**config.mk**
```make
export PLATFORM = sky130hd
export DESIGN_NAME = adc_serial_conversion_port
export DESIGN_NICKNAME = d
export VERILOG_FILES = /design/src/rtl/conv_pkg.sv /design/src/rtl/adc_serial_conversion_port.sv /design/src/rtl/result_fifo.sv /design/src/rtl/sar_core.sv
export SDC_FILE = /design/constraint.sdc
export NUM_CORES = 1
export LEC_CHECK = 0
export BUFFER_PORTS_ARGS = -buffer_cell sky130_fd_sc_hd__clkbuf_2
export CAP_MARGIN = 5
export CORE_UTILIZATION = 55
export CTS_BUF_LIST = sky130_fd_sc_hd__clkbuf_4
export DETAILED_ROUTE_END_ITERATION = 6
export GPL_TIMING_DRIVEN = 0
export PLACE_DENSITY = 0.75
export SLEW_MARGIN = 20
export SYNTH_ARGS = -nofsm -noshare
export SYNTH_HDL_FRONTEND = slang
export SYNTH_SLANG_ARGS = --single-unit
export TNS_END_PERCENT = 20
```
**constraint.sdc**
```tcl
create_clock -name clk -period 3.1 [get_ports clk]
set_clock_uncertainty 0.2 [all_clocks]
set_input_delay 0.155 -clock clk [delete_from_list [all_inputs] [get_ports clk]]
set_output_delay 0.155 -clock clk [all_outputs]
set_load 0.005 [all_outputs]
```
**src/rtl/conv_pkg.sv**
```systemverilog
/*
  Shared types and constants of the serial conversion port: pin and
  control byte carriers, clock modes and the step counts of a conversion.
  Assumes a 20 MHz system clock and slow serial pins sampled by it.
*/
package conv_pkg;

  // ==========================================================
  // Widths and depths
  localparam int DATA_W     = 14;
  localparam int FIFO_DEPTH = 8;
  localparam int CTRL_BITS  = 8;

  // ==========================================================
  // Timing
  localparam int CLK_NS        = 50;
  localparam int INT_STEP_NS   = 450;
  localparam int INT_STEP_CYC  = (INT_STEP_NS + CLK_NS - 1) / CLK_NS;
  localparam int SAR_STEPS     = 15;
  localparam int EXT_STRB_RISE = 1;
  localparam int EXT_STRB_FALL = 3;
  localparam int EXT_MSB_FALL  = 4;
  localparam int EXT_DONE_FALL = 18;

  // ==========================================================
  // Carriers
  typedef struct packed {
    logic cs_n;
    logic sclk;
    logic din;
    logic hard_powerdown_n;
  } pins_t;

  typedef struct packed {
    logic       start;
    logic [2:0] channel_select;
    logic       input_config_select;
    logic       polarity_select;
    logic       mode_bit_hi;
    logic       mode_bit_lo;
  } ctrl_byte_t;

  typedef enum logic [1:0] {
    MODE_FULL_PD = 2'h0,
    MODE_FAST_PD = 2'h1,
    MODE_INT_CLK = 2'h2,
    MODE_EXT_CLK = 2'h3
  } mode_t;

  // ==========================================================
  // Reset values
  localparam pins_t      PINS_RST = 4'h9;
  localparam ctrl_byte_t CTRL_RST = 8'h00;
  localparam logic       PD_RST   = 1'b1;
  localparam logic [DATA_W-1:0] SAR_MSB = 14'h2000;

  function automatic mode_t byte_mode(input ctrl_byte_t b);
    return mode_t'({b.mode_bit_hi, b.mode_bit_lo});
  endfunction : byte_mode

endpackage : conv_pkg

```
**src/rtl/adc_serial_conversion_port.sv**
```systemverilog
/*
  Serial control and conversion sequencing port of a 14-bit converter.
  Receives the control byte, runs conversions paced by the serial clock
  or an internal step timer, and shifts results out with a strobe.
  Assumes all pins are asynchronous to clk and much slower than it;
  the sampled held value arrives on sample_code in the clk domain.
*/
// Operation
// RQ1 - While selected, the result output changes on serial clock falling edges.
// RQ2 - The result output is released whenever chip select is high.
// RQ3 - Input bits are taken on serial clock rising edges only while selected.
// RQ4 - In internal clock mode the strobe goes low at conversion start, high at its end.
// RQ5 - In external clock mode the strobe is high for two serial periods before the MSB decision.
// RQ6 - In external clock mode the strobe is driven only while chip select is low.
// RQ7 - In external clock mode each conversion step is paced by a serial clock edge.
// RQ8 - The controller keeps the serial clock within its allowed frequency range.
// RQ9 - In internal clock mode the controller reads only after the strobe has risen.
// RQ10 - Holding the shutdown input low forces shutdown; high re-enables the port.
// RQ11 - The first one after selection starts the control byte; fields follow MSB first.
// RQ12 - Mode bits pick full power-down, fast power-down, internal or external clock.
// RQ13 - Each conversion takes fifteen conversion clock steps.
// RQ14 - In external clock mode a conversion completes at the eighteenth counted fall.
`timescale 1ns/1ps
module adc_serial_conversion_port
  import conv_pkg::*;
(
  // Clock and reset
  input  wire logic              clk,
  input  wire logic              rst_n,
  // Serial pins
  input  wire logic              cs_n,
  input  wire logic              sclk,
  input  wire logic              din,
  output logic                   dout,
  output logic                   dout_oe,
  output logic                   conversion_strobe,
  output logic                   conversion_strobe_oe,
  // Shutdown pin
  input  wire logic              hard_powerdown_n,
  // Held analog value from the front end
  input  wire logic [DATA_W-1:0] sample_code,
  // Status
  output logic [2:0]             channel_select,
  output logic                   input_config_select,
  output logic                   polarity_select,
  output logic                   mode_bit_hi,
  output logic                   mode_bit_lo,
  output logic                   powered_down
);
  typedef enum logic [3:0] {
    S_IDLE = 4'h1,
    S_CTRL = 4'h2,
    S_EXT  = 4'h4,
    S_INT  = 4'h8
  } state_t;

  localparam logic [4:0] CTRL_LAST  = 5'(CTRL_BITS - 1);
  localparam logic [4:0] K_RISE     = 5'(EXT_STRB_RISE);
  localparam logic [4:0] K_FALL     = 5'(EXT_STRB_FALL);
  localparam logic [4:0] K_MSB      = 5'(EXT_MSB_FALL);
  localparam logic [4:0] K_DONE     = 5'(EXT_DONE_FALL);
  localparam logic [3:0] TICK_LAST  = 4'(INT_STEP_CYC - 1);
  localparam logic [3:0] SHIFT_BITS = 4'(DATA_W);

  // ==========================================================
  // Pin synchronisers and serial clock edges
  pins_t pins_raw, s1_ff, s2_ff;
  logic  sclk_prev_ff;
  logic  rise_evt, fall_evt, cs_lo, shut;

  assign pins_raw = '{cs_n: cs_n, sclk: sclk, din: din, hard_powerdown_n: hard_powerdown_n};

  always_ff @(posedge clk) begin
    if (!rst_n) begin
      s1_ff        <= PINS_RST;
      s2_ff        <= PINS_RST;
      sclk_prev_ff <= 1'b0;
    end else begin
      s1_ff        <= pins_raw;
      s2_ff        <= s1_ff;
      sclk_prev_ff <= s2_ff.sclk;
    end
  end

  // Edges are found by oversampling, so the serial clock must stay slow [RQ8]
  assign rise_evt = s2_ff.sclk && !sclk_prev_ff;
  assign fall_evt = !s2_ff.sclk && sclk_prev_ff;
  assign cs_lo    = !s2_ff.cs_n;
  assign shut     = !s2_ff.hard_powerdown_n;

  // ==========================================================
  // Conversion engine and result buffer
  logic              sar_start, sar_abort, sar_step;
  logic              sar_decision, sar_busy, sar_done;
  logic [DATA_W-1:0] sar_result, fifo_out_data;
  logic              fifo_in_valid, fifo_in_ready, fifo_out_valid, fifo_out_ready;

  sar_core u_sar (
    .clk         (clk),
    .rst_n       (rst_n),
    .start       (sar_start),
    .abort       (sar_abort),
    .step        (sar_step),
    .sample_code (sample_code),
    .decision    (sar_decision),
    .busy        (sar_busy),
    .done        (sar_done),
    .result      (sar_result)
  );

  // An unread backlog stalls the internal-clock conversion before its strobe rises
  result_fifo #(.W(DATA_W), .DEPTH(FIFO_DEPTH)) u_fifo (
    .clk       (clk),
    .rst_n     (rst_n),
    .in_valid  (fifo_in_valid),
    .in_ready  (fifo_in_ready),
    .in_data   (sar_result),
    .out_valid (fifo_out_valid),
    .out_ready (fifo_out_ready),
    .out_data  (fifo_out_data)
  );

  // ==========================================================
  // Control sequencer
  state_t            state_ff, nxt_state;
  logic [4:0]        k_ff, nxt_k, kn;
  logic [7:0]        rx_ff, nxt_rx, rx_next;
  ctrl_byte_t        ctrl_ff, nxt_ctrl;
  logic [DATA_W-1:0] sh_ff, nxt_sh;
  logic [3:0]        shn_ff, nxt_shn, tick_ff, nxt_tick;
  logic              dout_ff, nxt_dout, dout_oe_ff, nxt_dout_oe;
  logic              strb_ff, nxt_strb, strb_oe_ff, nxt_strb_oe, pd_ff, nxt_pd;
  mode_t             mode_now;

  assign kn       = k_ff + 5'h01;
  assign rx_next  = {rx_ff[6:0], s2_ff.din};
  assign mode_now = byte_mode(ctrl_ff);

  always_comb begin
    nxt_state      = state_ff;
    nxt_k          = k_ff;
    nxt_rx         = rx_ff;
    nxt_ctrl       = ctrl_ff;
    nxt_sh         = sh_ff;
    nxt_shn        = shn_ff;
    nxt_tick       = tick_ff;
    nxt_dout       = dout_ff;
    nxt_strb       = strb_ff;
    nxt_pd         = pd_ff;
    nxt_dout_oe    = cs_lo && !shut; // [RQ2]
    nxt_strb_oe    = !shut && ((mode_now == MODE_INT_CLK) || cs_lo); // [RQ6]
    sar_start      = 1'b0;
    sar_abort      = 1'b0;
    sar_step       = 1'b0;
    fifo_in_valid  = 1'b0;
    fifo_out_ready = (shn_ff == 4'h0);
    if (fifo_out_valid && (shn_ff == 4'h0)) begin
      nxt_sh  = fifo_out_data;
      nxt_shn = SHIFT_BITS;
    end
    // Buffered result leaves MSB first, one bit per fall [RQ1] [RQ9]
    if (fall_evt && cs_lo && (state_ff != S_EXT)) begin
      if (shn_ff != 4'h0) begin
        nxt_dout = sh_ff[DATA_W-1];
        nxt_sh   = {sh_ff[DATA_W-2:0], 1'b0};
        nxt_shn  = shn_ff - 4'h1;
      end else begin
        nxt_dout = 1'b0;
      end
    end
    unique case (state_ff)
      S_IDLE: begin
        if (rise_evt && cs_lo && s2_ff.din) begin // [RQ11] [RQ3]
          nxt_state = S_CTRL;
          nxt_k     = 5'h01;
          nxt_rx    = 8'h01;
          nxt_pd    = 1'b0;
        end
      end
      S_CTRL: begin
        if (rise_evt) begin // [RQ3]
          nxt_rx = rx_next;
          nxt_k  = kn;
          if (k_ff == CTRL_LAST) begin // [RQ11]
            nxt_ctrl = rx_next;
            nxt_k    = 5'h00;
            nxt_strb = 1'b0;
            case (byte_mode(rx_next)) // [RQ12]
              MODE_EXT_CLK: begin
                nxt_state = S_EXT;
                sar_start = 1'b1;
              end
              MODE_INT_CLK: begin
                nxt_state = S_INT; // strobe already driven low above [RQ4]
                sar_start = 1'b1;
                nxt_tick  = 4'h0;
              end
              default: begin
                nxt_state = S_IDLE;
                nxt_pd    = 1'b1;
              end
            endcase
          end
        end
      end
      S_EXT: begin
        if (fall_evt) begin // [RQ7]
          nxt_k = kn;
          if (kn == K_RISE) begin
            nxt_strb = 1'b1; // [RQ5]
          end
          if (kn == K_FALL) begin
            nxt_strb = 1'b0; // [RQ5]
          end
          if (kn >= K_MSB) begin
            sar_step = 1'b1; // [RQ7]
            if (kn < K_DONE) begin
              nxt_dout = sar_decision; // [RQ1]
            end
          end
          if (kn == K_DONE) begin // [RQ14]
            nxt_state = S_IDLE;
            nxt_dout  = 1'b0;
          end
        end
      end
      S_INT: begin
        if (sar_busy) begin
          if (tick_ff == TICK_LAST) begin
            nxt_tick = 4'h0;
            sar_step = 1'b1;
          end else begin
            nxt_tick = tick_ff + 4'h1;
          end
        end
        if (sar_done) begin
          fifo_in_valid = 1'b1;
          if (fifo_in_ready) begin
            nxt_strb  = 1'b1; // [RQ4]
            nxt_state = S_IDLE;
          end
        end
      end
      default: begin
        nxt_state = S_IDLE;
      end
    endcase
    // Shutdown overrides the sequencer and converter but not the result shift-out; deselect ends all but internal conversions
    if (shut) begin // [RQ10]
      nxt_state     = S_IDLE;
      nxt_k         = 5'h00;
      nxt_ctrl      = ctrl_ff;
      nxt_strb      = 1'b0;
      nxt_pd        = 1'b1;
      sar_abort     = 1'b1;
      sar_start     = 1'b0;
      sar_step      = 1'b0;
      fifo_in_valid = 1'b0;
    end else if (!cs_lo && (state_ff != S_INT)) begin
      nxt_state = S_IDLE;
      nxt_k     = 5'h00;
      nxt_ctrl  = ctrl_ff;
      sar_start = 1'b0;
      if (state_ff == S_EXT) begin
        sar_abort = 1'b1;
        nxt_strb  = 1'b0;
      end
    end
  end

  always_ff @(posedge clk) begin
    if (!rst_n) begin
      state_ff   <= S_IDLE;
      k_ff       <= 5'h00;
      rx_ff      <= 8'h00;
      ctrl_ff    <= CTRL_RST;
      sh_ff      <= '0;
      shn_ff     <= 4'h0;
      tick_ff    <= 4'h0;
      dout_ff    <= 1'b0;
      dout_oe_ff <= 1'b0;
      strb_ff    <= 1'b0;
      strb_oe_ff <= 1'b0;
      pd_ff      <= PD_RST;
    end else begin
      state_ff   <= nxt_state;
      k_ff       <= nxt_k;
      rx_ff      <= nxt_rx;
      ctrl_ff    <= nxt_ctrl;
      sh_ff      <= nxt_sh;
      shn_ff     <= nxt_shn;
      tick_ff    <= nxt_tick;
      dout_ff    <= nxt_dout;
      dout_oe_ff <= nxt_dout_oe;
      strb_ff    <= nxt_strb;
      strb_oe_ff <= nxt_strb_oe;
      pd_ff      <= nxt_pd;
    end
  end

  assign dout                 = dout_ff;
  assign dout_oe              = dout_oe_ff;
  assign conversion_strobe    = strb_ff;
  assign conversion_strobe_oe = strb_oe_ff;
  assign channel_select       = ctrl_ff.channel_select;
  assign input_config_select  = ctrl_ff.input_config_select;
  assign polarity_select      = ctrl_ff.polarity_select;
  assign mode_bit_hi          = ctrl_ff.mode_bit_hi;
  assign mode_bit_lo          = ctrl_ff.mode_bit_lo;
  assign powered_down         = pd_ff;
endmodule : adc_serial_conversion_port

```
**src/rtl/result_fifo.sv**
```systemverilog
/*
  Small synchronous FIFO for conversion results, valid/ready on both sides.
  Assumes one clock; a push into a full FIFO is simply not accepted.
*/
`timescale 1ns/1ps
module result_fifo #(
  parameter int W     = 14,
  parameter int DEPTH = 8
) (
  // Clock and reset
  input  wire logic         clk,
  input  wire logic         rst_n,
  // Fill side
  input  wire logic         in_valid,
  output logic              in_ready,
  input  wire logic [W-1:0] in_data,
  // Drain side
  output logic              out_valid,
  input  wire logic         out_ready,
  output logic [W-1:0]      out_data
);
  localparam int AW = $clog2(DEPTH);
  localparam int CW = $clog2(DEPTH + 1);

  logic [W-1:0]  mem [DEPTH];
  logic [AW-1:0] wr_ff, rd_ff, nxt_wr, nxt_rd;
  logic [CW-1:0] cnt_ff, nxt_cnt;
  logic          push, pop;

  assign in_ready  = (cnt_ff != CW'(DEPTH));
  assign out_valid = (cnt_ff != '0);
  assign out_data  = mem[rd_ff];
  assign push      = in_valid && in_ready;
  assign pop       = out_valid && out_ready;

  always_comb begin
    nxt_wr  = wr_ff;
    nxt_rd  = rd_ff;
    if (push) begin
      nxt_wr = (wr_ff == AW'(DEPTH - 1)) ? '0 : wr_ff + AW'(1);
    end
    if (pop) begin
      nxt_rd = (rd_ff == AW'(DEPTH - 1)) ? '0 : rd_ff + AW'(1);
    end
    nxt_cnt = cnt_ff + CW'(push) - CW'(pop);
  end

  always_ff @(posedge clk) begin
    if (!rst_n) begin
      wr_ff  <= '0;
      rd_ff  <= '0;
      cnt_ff <= '0;
    end else begin
      wr_ff  <= nxt_wr;
      rd_ff  <= nxt_rd;
      cnt_ff <= nxt_cnt;
    end
  end

  // Storage needs no reset; only words below the count are ever read
  always_ff @(posedge clk) begin
    if (push) begin
      mem[wr_ff] <= in_data;
    end
  end

endmodule : result_fifo

```
**src/rtl/sar_core.sv**
```systemverilog
/*
  Successive-approximation sequencer: holds the sample at start, decides
  one bit on each step but the last, from the top down, and finishes on the last step.
  Assumes step pulses come from the caller's conversion clock.
*/
`timescale 1ns/1ps
module sar_core
  import conv_pkg::*;
(
  // Clock and reset
  input  wire logic              clk,
  input  wire logic              rst_n,
  // Control
  input  wire logic              start,
  input  wire logic              abort,
  input  wire logic              step,
  input  wire logic [DATA_W-1:0] sample_code,
  // Results
  output logic                   decision,
  output logic                   busy,
  output logic                   done,
  output logic [DATA_W-1:0]      result
);
  localparam logic [3:0] SAR_LAST = 4'(SAR_STEPS - 1);

  logic [DATA_W-1:0] held_ff, res_ff, mask_ff, nxt_held, nxt_res, nxt_mask;
  logic [3:0]        cnt_ff, nxt_cnt;
  logic              busy_ff, done_ff, nxt_busy, nxt_done;

  assign decision = (held_ff >= (res_ff | mask_ff));
  assign busy     = busy_ff;
  assign done     = done_ff;
  assign result   = res_ff;

  always_comb begin
    nxt_held = held_ff;
    nxt_res  = res_ff;
    nxt_mask = mask_ff;
    nxt_cnt  = cnt_ff;
    nxt_busy = busy_ff;
    nxt_done = done_ff;
    if (abort) begin
      nxt_busy = 1'b0;
      nxt_done = 1'b0;
    end else if (start) begin
      nxt_held = sample_code;
      nxt_res  = '0;
      nxt_mask = SAR_MSB;
      nxt_cnt  = '0;
      nxt_busy = 1'b1;
      nxt_done = 1'b0;
    end else if (step && busy_ff) begin
      // Last step settles the result after the final bit decision [RQ13]
      if (cnt_ff == SAR_LAST) begin
        nxt_busy = 1'b0;
        nxt_done = 1'b1;
      end else begin
        nxt_res  = decision ? (res_ff | mask_ff) : res_ff;
        nxt_mask = mask_ff >> 1;
        nxt_cnt  = cnt_ff + 4'h1;
      end
    end
  end

  always_ff @(posedge clk) begin
    if (!rst_n) begin
      held_ff <= '0;
      res_ff  <= '0;
      mask_ff <= '0;
      cnt_ff  <= '0;
      busy_ff <= 1'b0;
      done_ff <= 1'b0;
    end else begin
      held_ff <= nxt_held;
      res_ff  <= nxt_res;
      mask_ff <= nxt_mask;
      cnt_ff  <= nxt_cnt;
      busy_ff <= nxt_busy;
      done_ff <= nxt_done;
    end
  end
endmodule : sar_core
```
# Word level (Yosys, flattened, before mapping)

Memory sizes are Yosys's and may differ from the RTL's. A register that Yosys moved wholly into a read port is not among the register bits.
Cells that the tools add are included.

Bits of input ports: 20
Register bits: 116
Word-level logic and storage cells: 209
Bits in writable memories: 112
Memories: 1
Output and inout port bits: 12

Memories:

| name       | words | width | rd ports | clocked after memory_dff | write ports | RTL line          | text |
|---|---|---|---|---|---|---|---|
| u_fifo.mem | 8     | 14    | 1        | 1                        | 1           | result_fifo.sv:25 | `logic [W-1:0] mem [DEPTH];` |

Equality and inequality tests: 29
Magnitude comparators: 3
Reduce and logical (&&, ||, !) cells: 41
Mux-type cells: 88
Bitwise gates (word level): 5
Add/sub/neg operators: 8

Operators with widths:

| kind                                         | number |
|---|---|
| 2-to-1 mux 14 bit                            | 10 |
| 2-to-1 mux 4 bit                             | 18 |
| 2-to-1 mux 1 bit                             | 42 |
| 2-to-1 mux 5 bit                             | 4 |
| != test 2 bit (second input constant)        | 8 |
| one-hot mux 4 bit (2 select lines)           | 2 |
| one-hot mux 4 bit (4 select lines)           | 1 |
| one-hot mux 5 bit (3 select lines)           | 1 |
| AND reduction 5 bit                          | 3 |
| greater-or-equal comparator 14 bit           | 1 |
| OR 14 bit                                    | 1 |
| == test 4 bit (second input constant)        | 3 |
| logical AND 1 bit                            | 12 |
| 2-to-1 mux 3 bit                             | 4 |
| 2-to-1 mux 6 bit                             | 2 |
| one-hot mux 6 bit (2 select lines)           | 1 |
| nonzero test 2 bit                           | 5 |
| adder 4 x 1 -> 4 bit (second input constant) | 2 |
| != test 4 bit (second input constant)        | 2 |
| AND reduction 2 bit                          | 4 |
| AND reduction 4 bit                          | 2 |
| nonzero test 4 bit                           | 2 |
| AND reduction 7 bit                          | 1 |
| adder 3 x 1 -> 3 bit (second input constant) | 2 |
| other kinds (27)                             | 41 |

# Depth between registers and ports, before layout

Depth in word-level cells: 10
Gate-level depth with buffers: 14
Mapped depth without buffers: 12

# Hierarchy

A second synthesis with hierarchy kept.

Cells, all modules: 833
Area total of the unflattened synthesis: 10085.9 sq um

By module, submodules not included:

| module                     | sequential area each (sq um) | area an instance (sq um) | cells an instance | times used |
|---|---|---|---|---|
| result_fifo                | 3623.5                       | 4992.3                   | 238               | 1 |
| adc_serial_conversion_port | 1161.1                       | 2936.6                   | 344               | 1 |
| sar_core                   | 960.9                        | 2157.1                   | 251               | 1 |

# Worst setup path after synthesis

OpenSTA, ideal clock, no wires.

Kind: register to register
From: register state_ff[2]
To: memory u_fifo.mem[0][0], enable pin
Arrival time: 2.622 ns
Setup time: 0.422 ns
Setup slack: -0.144 ns
Stages on the path, launching flop included: 4
Data required time: 2.478 ns
Cell sequence: dfxtp_1 -> nor4b_2 -> nand4_1 -> nor4_1

Cells in the longest elaborated chain, start to end: 6

Ends and longest elaborated chain:

| element                                | RTL line                          | text |
|---|---|---|
| from (decl)                            | adc_serial_conversion_port.sv:125 | `state_t state_ff, nxt_state;` |
| from (signal assigned)                 | adc_serial_conversion_port.sv:286 | `state_ff <= nxt_state;` |
| == test 4 bit                          | adc_serial_conversion_port.sv:171 | `unique case (state_ff)` |
| 2-to-1 mux 1 bit                       | adc_serial_conversion_port.sv:171 |  |
| 2-to-1 mux 1 bit                       | adc_serial_conversion_port.sv:249 | `if (shut) begin` |
| logical AND 1 bit                      | result_fifo.sv:33                 | `assign push = in_valid && in_ready;` |
| 2-to-1 mux 1 bit                       | result_fifo.sv:62                 | `if (push) begin` |
| 2-to-1 mux 1 bit (not written as such) | result_fifo.sv:63                 | `mem[wr_ff] <= in_data;` |
| to (decl)                              | result_fifo.sv:25                 |  |

No other way between the ends.

# Worst setup path in the final report

From: register u_sar.res_ff[0], in the netlist u_sar.result[0]
To: register dout_ff, in the netlist dout

Cells in the longest elaborated chain, start to end: 7

Ends and longest elaborated chain:

| element                            | RTL line                          | text |
|---|---|---|
| from (decl)                        | sar_core.sv:26                    | `logic [DATA_W-1:0] held_ff, res_ff, mask_ff, nxt_held, nxt_res, nxt_mask;` |
| from (signal assigned)             | sar_core.sv:75                    | `res_ff <= nxt_res;` |
| OR 14 bit                          | sar_core.sv:30                    | `assign decision = (held_ff >= (res_ff \| mask_ff));` |
| greater-or-equal comparator 14 bit | sar_core.sv:30                    |  |
| 2-to-1 mux 1 bit                   | adc_serial_conversion_port.sv:217 | `if (kn < K_DONE) begin` |
| 2-to-1 mux 1 bit                   | adc_serial_conversion_port.sv:215 | `if (kn >= K_MSB) begin` |
| 2-to-1 mux 1 bit                   | adc_serial_conversion_port.sv:221 | `if (kn == K_DONE) begin` |
| 2-to-1 mux 1 bit                   | adc_serial_conversion_port.sv:207 | `if (fall_evt) begin` |
| 2-to-1 mux 1 bit                   | adc_serial_conversion_port.sv:171 |  |
| to (signal assigned)               | adc_serial_conversion_port.sv:293 | `dout_ff <= nxt_dout;` |
| to (decl)                          | adc_serial_conversion_port.sv:131 | `logic dout_ff, nxt_dout, dout_oe_ff, nxt_dout_oe;` |

No other way between the ends.
A chain may end at the register's enable or synchronous reset.

==> results.toml <==
[clocking]
clk_pin_slew_ps = 70
cts_buffers = 55
cts_num_sinks = 231
cts_tree = "done"
clock-root-buffer = "clkbuf_4"
cts_htree_levels = 2
clock_latency_ps = 680
max-clock-path-buffers = 3

[yosys]
synth_top_area_share_pct = 34.72
synth-seq-area-share_pct = 59.31
synth_area_per_cell_sq_um = 12.09
yosys_most_used_dff = "dfxtp_1"
yosys_warnings = 0
synth_most_common_cell = "dfxtp_1"
synth_area_sq_um = 9688
ys_types = 66
synthTopCellsByCount = "dfxtp_1, edfxtp_1, nand2_1"
syn-instance-count = 801
synth.ff_latch_count = 231
async_flop_share_pct = 0
synth.area.top_cells = "edfxtp_1, dfxtp_1, mux4_2"
syn_nets = 854
yosysTopAreaCell = "edfxtp_1"
synth_edf_count = 112

[global_route]
first_global_vias = 6479
grt_max_degree = 16
grt_pass1_wl_microns = 33120
antenna_found_initial = 1
grt-ovfl-total = 0
track_usage_pct = 23.71

[worst_setup_path]
cp-endpoint = "dout"
reg2reg_slack_ps = 170
cp_slowest_cell = "or4b_2"
crit_arrival_ps = 3300
path_cells = "or2_2, ha_1, nor2b_1, o21ai_0, a21oi_1, o31ai_1, or4b_2, nand3_1"
reg2reg_from = "u_sar.result[0]"
cpPeakStageDelay_ps = 630
r2r_cells = 8
crit_family = "simple AND/OR/NAND/NOR gates"
crit_fanout = 10
worstReg2RegEnd = "dout"
startpoint = "u_sar.result[0]"
critPathLaunchType = "flop"
path_buf_inv = 0
critPathKind = "reg -> reg"
crit_path_end_kind = "flop"
crit_cells = 8
required_ps = 3470

[floorplanning]
core_sq_um = 17240
die_h_microns = 134.7
dieArea_sq_um = 18150
pin_count = 32
placementRows = 48
die_w_microns = 134.7
initial_core_util_pct = 56.21

[placed_design]
numPortBuffers = 31
dpl.cell_count = 1065
gp_congestion = 0.8914
place_ws_ps = -462.4
dpl.hpwl_microns = 14140

[finish]
nNetsFinal = 972
n_fill_cell = 1285
layout-drive-gt1-share_pct = 20.73
syn_to_final_growth_pct = 15.61
finalNonFillerCells = 1186

[sta]
finalWorstSetupSlack_ps = 172.7
hold_viol = 0
finalMaxSlewViolations = 0
fin_crit_sh_pct = 94.43
finalCriticalPeriod_ps = 2927
finalSetupViolations = 0
rsz0062_at_grt = "no"
hold-worst-slack_ps = 62.51
fmax_ghz = 0.3416
maxSlewHeadroom_pct = 42.74
tightest_slew_ps = 858.9

[routing]
wl_per_cell_microns = 17.41
first_pass_iters = 5
vias = 6808
post-route-drc-count = 0
drtIter0Drc = 424
postRouteAntennaNets = 0
wirelength_microns = 20650
vias_per_cell = 5.740

[pwr]
power.density_nw_per_um2 = 604.7
leakagePower_nw = 3.718
p_total_mw = 6.773
vdd_ir_drop_max_uv = 273.2

[run]
maxCapViolCount = 0

[run_status]
run_status = "completed"

[min_path]
hold_class = "in -> reg"
[state kept, by name, summed over array words and instances, names as in the netlist, 4 cells and up, named ones only]
name           cells
k_ff               5
rx_ff              6
s1_ff              4
sh_ff             14
shn_ff             4
state_ff           4
tick_ff            4
u_fifo.cnt_ff      4
u_fifo.mem       112
u_sar.cnt_ff       4
u_sar.held_ff     14
u_sar.mask_ff     14
u_sar.result      14
[where the power goes]
part | internal [mW] | switching, mW | leakage (nW)
sequential | 3.32 | 0.0893 | 1.74
combinational | 0.445 | 0.587 | 1.58
clock | 1.17 | 1.16 | 0.402
[layout make-up]
type                    instances  area (sq um)  share of cell area, %
diodes                          1         2.502                0.02234
plain buffers                  38         180.2                  1.609
clock buffers                  78         585.6                  5.228
clock inverters                20         88.84                 0.7931
inverters                      23         90.09                 0.8043
multi-input cells             506          3751                  33.49
flip-flops and latches        231          5746                  51.30
well taps                     225         281.5                  2.513
repair buffers                 64         475.5                  4.245
[routing by layer]
metal	GRT usage [%]	part of all wire, %	up-vias
li1	-	-	3266
met1	31.17	43	3302
met2	38.57	49	204
met3	5.068	5.6	36
met4	9.301	2.3	0
met5	0	0	-
[cells by family after synthesis]
logic type               synth area share [%]
multiplexers                            8.498
flip-flops                              59.31
buffers and inverters                   2.867
AND/OR/NAND/NOR                         13.69
AO/OA/AOI/OAI                           10.94
XOR/XNOR                               0.3617
adder cells (fa/ha/maj)                 4.339
[worst register-to-register path: stages (launching register included)]
cell     delay, ps
dfxtp_1        430
or2_2          360
ha_1           280
nor2b_1         40
o21ai_0        180
a21oi_1        120
o31ai_1        440
or4b_2         630
nand3_1        140
[cell usage in the layout (no fill, tap or decap), types with 6 or more instances in the layout]
master,synthesis,final
a211oi_1,7,7
a21oi_1,75,75
a22o_1,15,15
and2_1,7,7
and3_1,8,8
buf_2,6,6
buf_4,0,6
buf_6,4,8
clkbuf_1,28,26
clkbuf_2,0,31
clkbuf_4,0,78
clkinv_1,0,15
dfxtp_1,119,119
dlygate4sd3_1,0,23
edfxtp_1,112,112
ha_1,32,31
inv_1,23,22
mux2i_1,17,17
mux4_2,28,28
nand2_1,91,91
nand2b_1,12,12
nand3_1,27,27
nor2_1,52,47
nor2b_1,7,7
nor3_1,13,8
o21ai_0,12,12
o221ai_1,10,10
o22ai_1,6,6
[timing repair]
item | in CTS | in global routing
pin swaps | 0 | 1
endpoints found under the setup margin | 71 | 60
endpoints found under the hold margin | 62 | 0
buffers inserted | 1 | 1
gates cloned | 0 | 0
hold buffers | 23 | 0
gates resized for setup | 6 | 3
[how the worst min path moves through the flow]
stage | start | to | slack [ps] | cells past startpoint
finish | sample_code[10] | u_sar.held_ff[10] | 60 | 4
global route | sample_code[2] | u_sar.held_ff[2] | 40 | 4
CTS | sample_code[5] | u_sar.held_ff[5] | 10 | 4
detailed placement | cs_n | s1_ff[3] | 140 | 2
global placement | cs_n | s1_ff[3] | 140 | 2
floorplan | hard_powerdown_n | s1_ff[0] | 60 | 1
[stage by stage]
step           area [sq um]  TNS [ps]  util (%)
2_1_floorplan          9694         0         -
4_1_cts               11190         0     64.92
3_3_place_gp          10130    -83800     58.78
3_5_place_dp          10240     -9454     59.42
6_report              11200         0     64.98
5_1_grt               11200         0     64.98
Power figures use the tool's default switching activity.
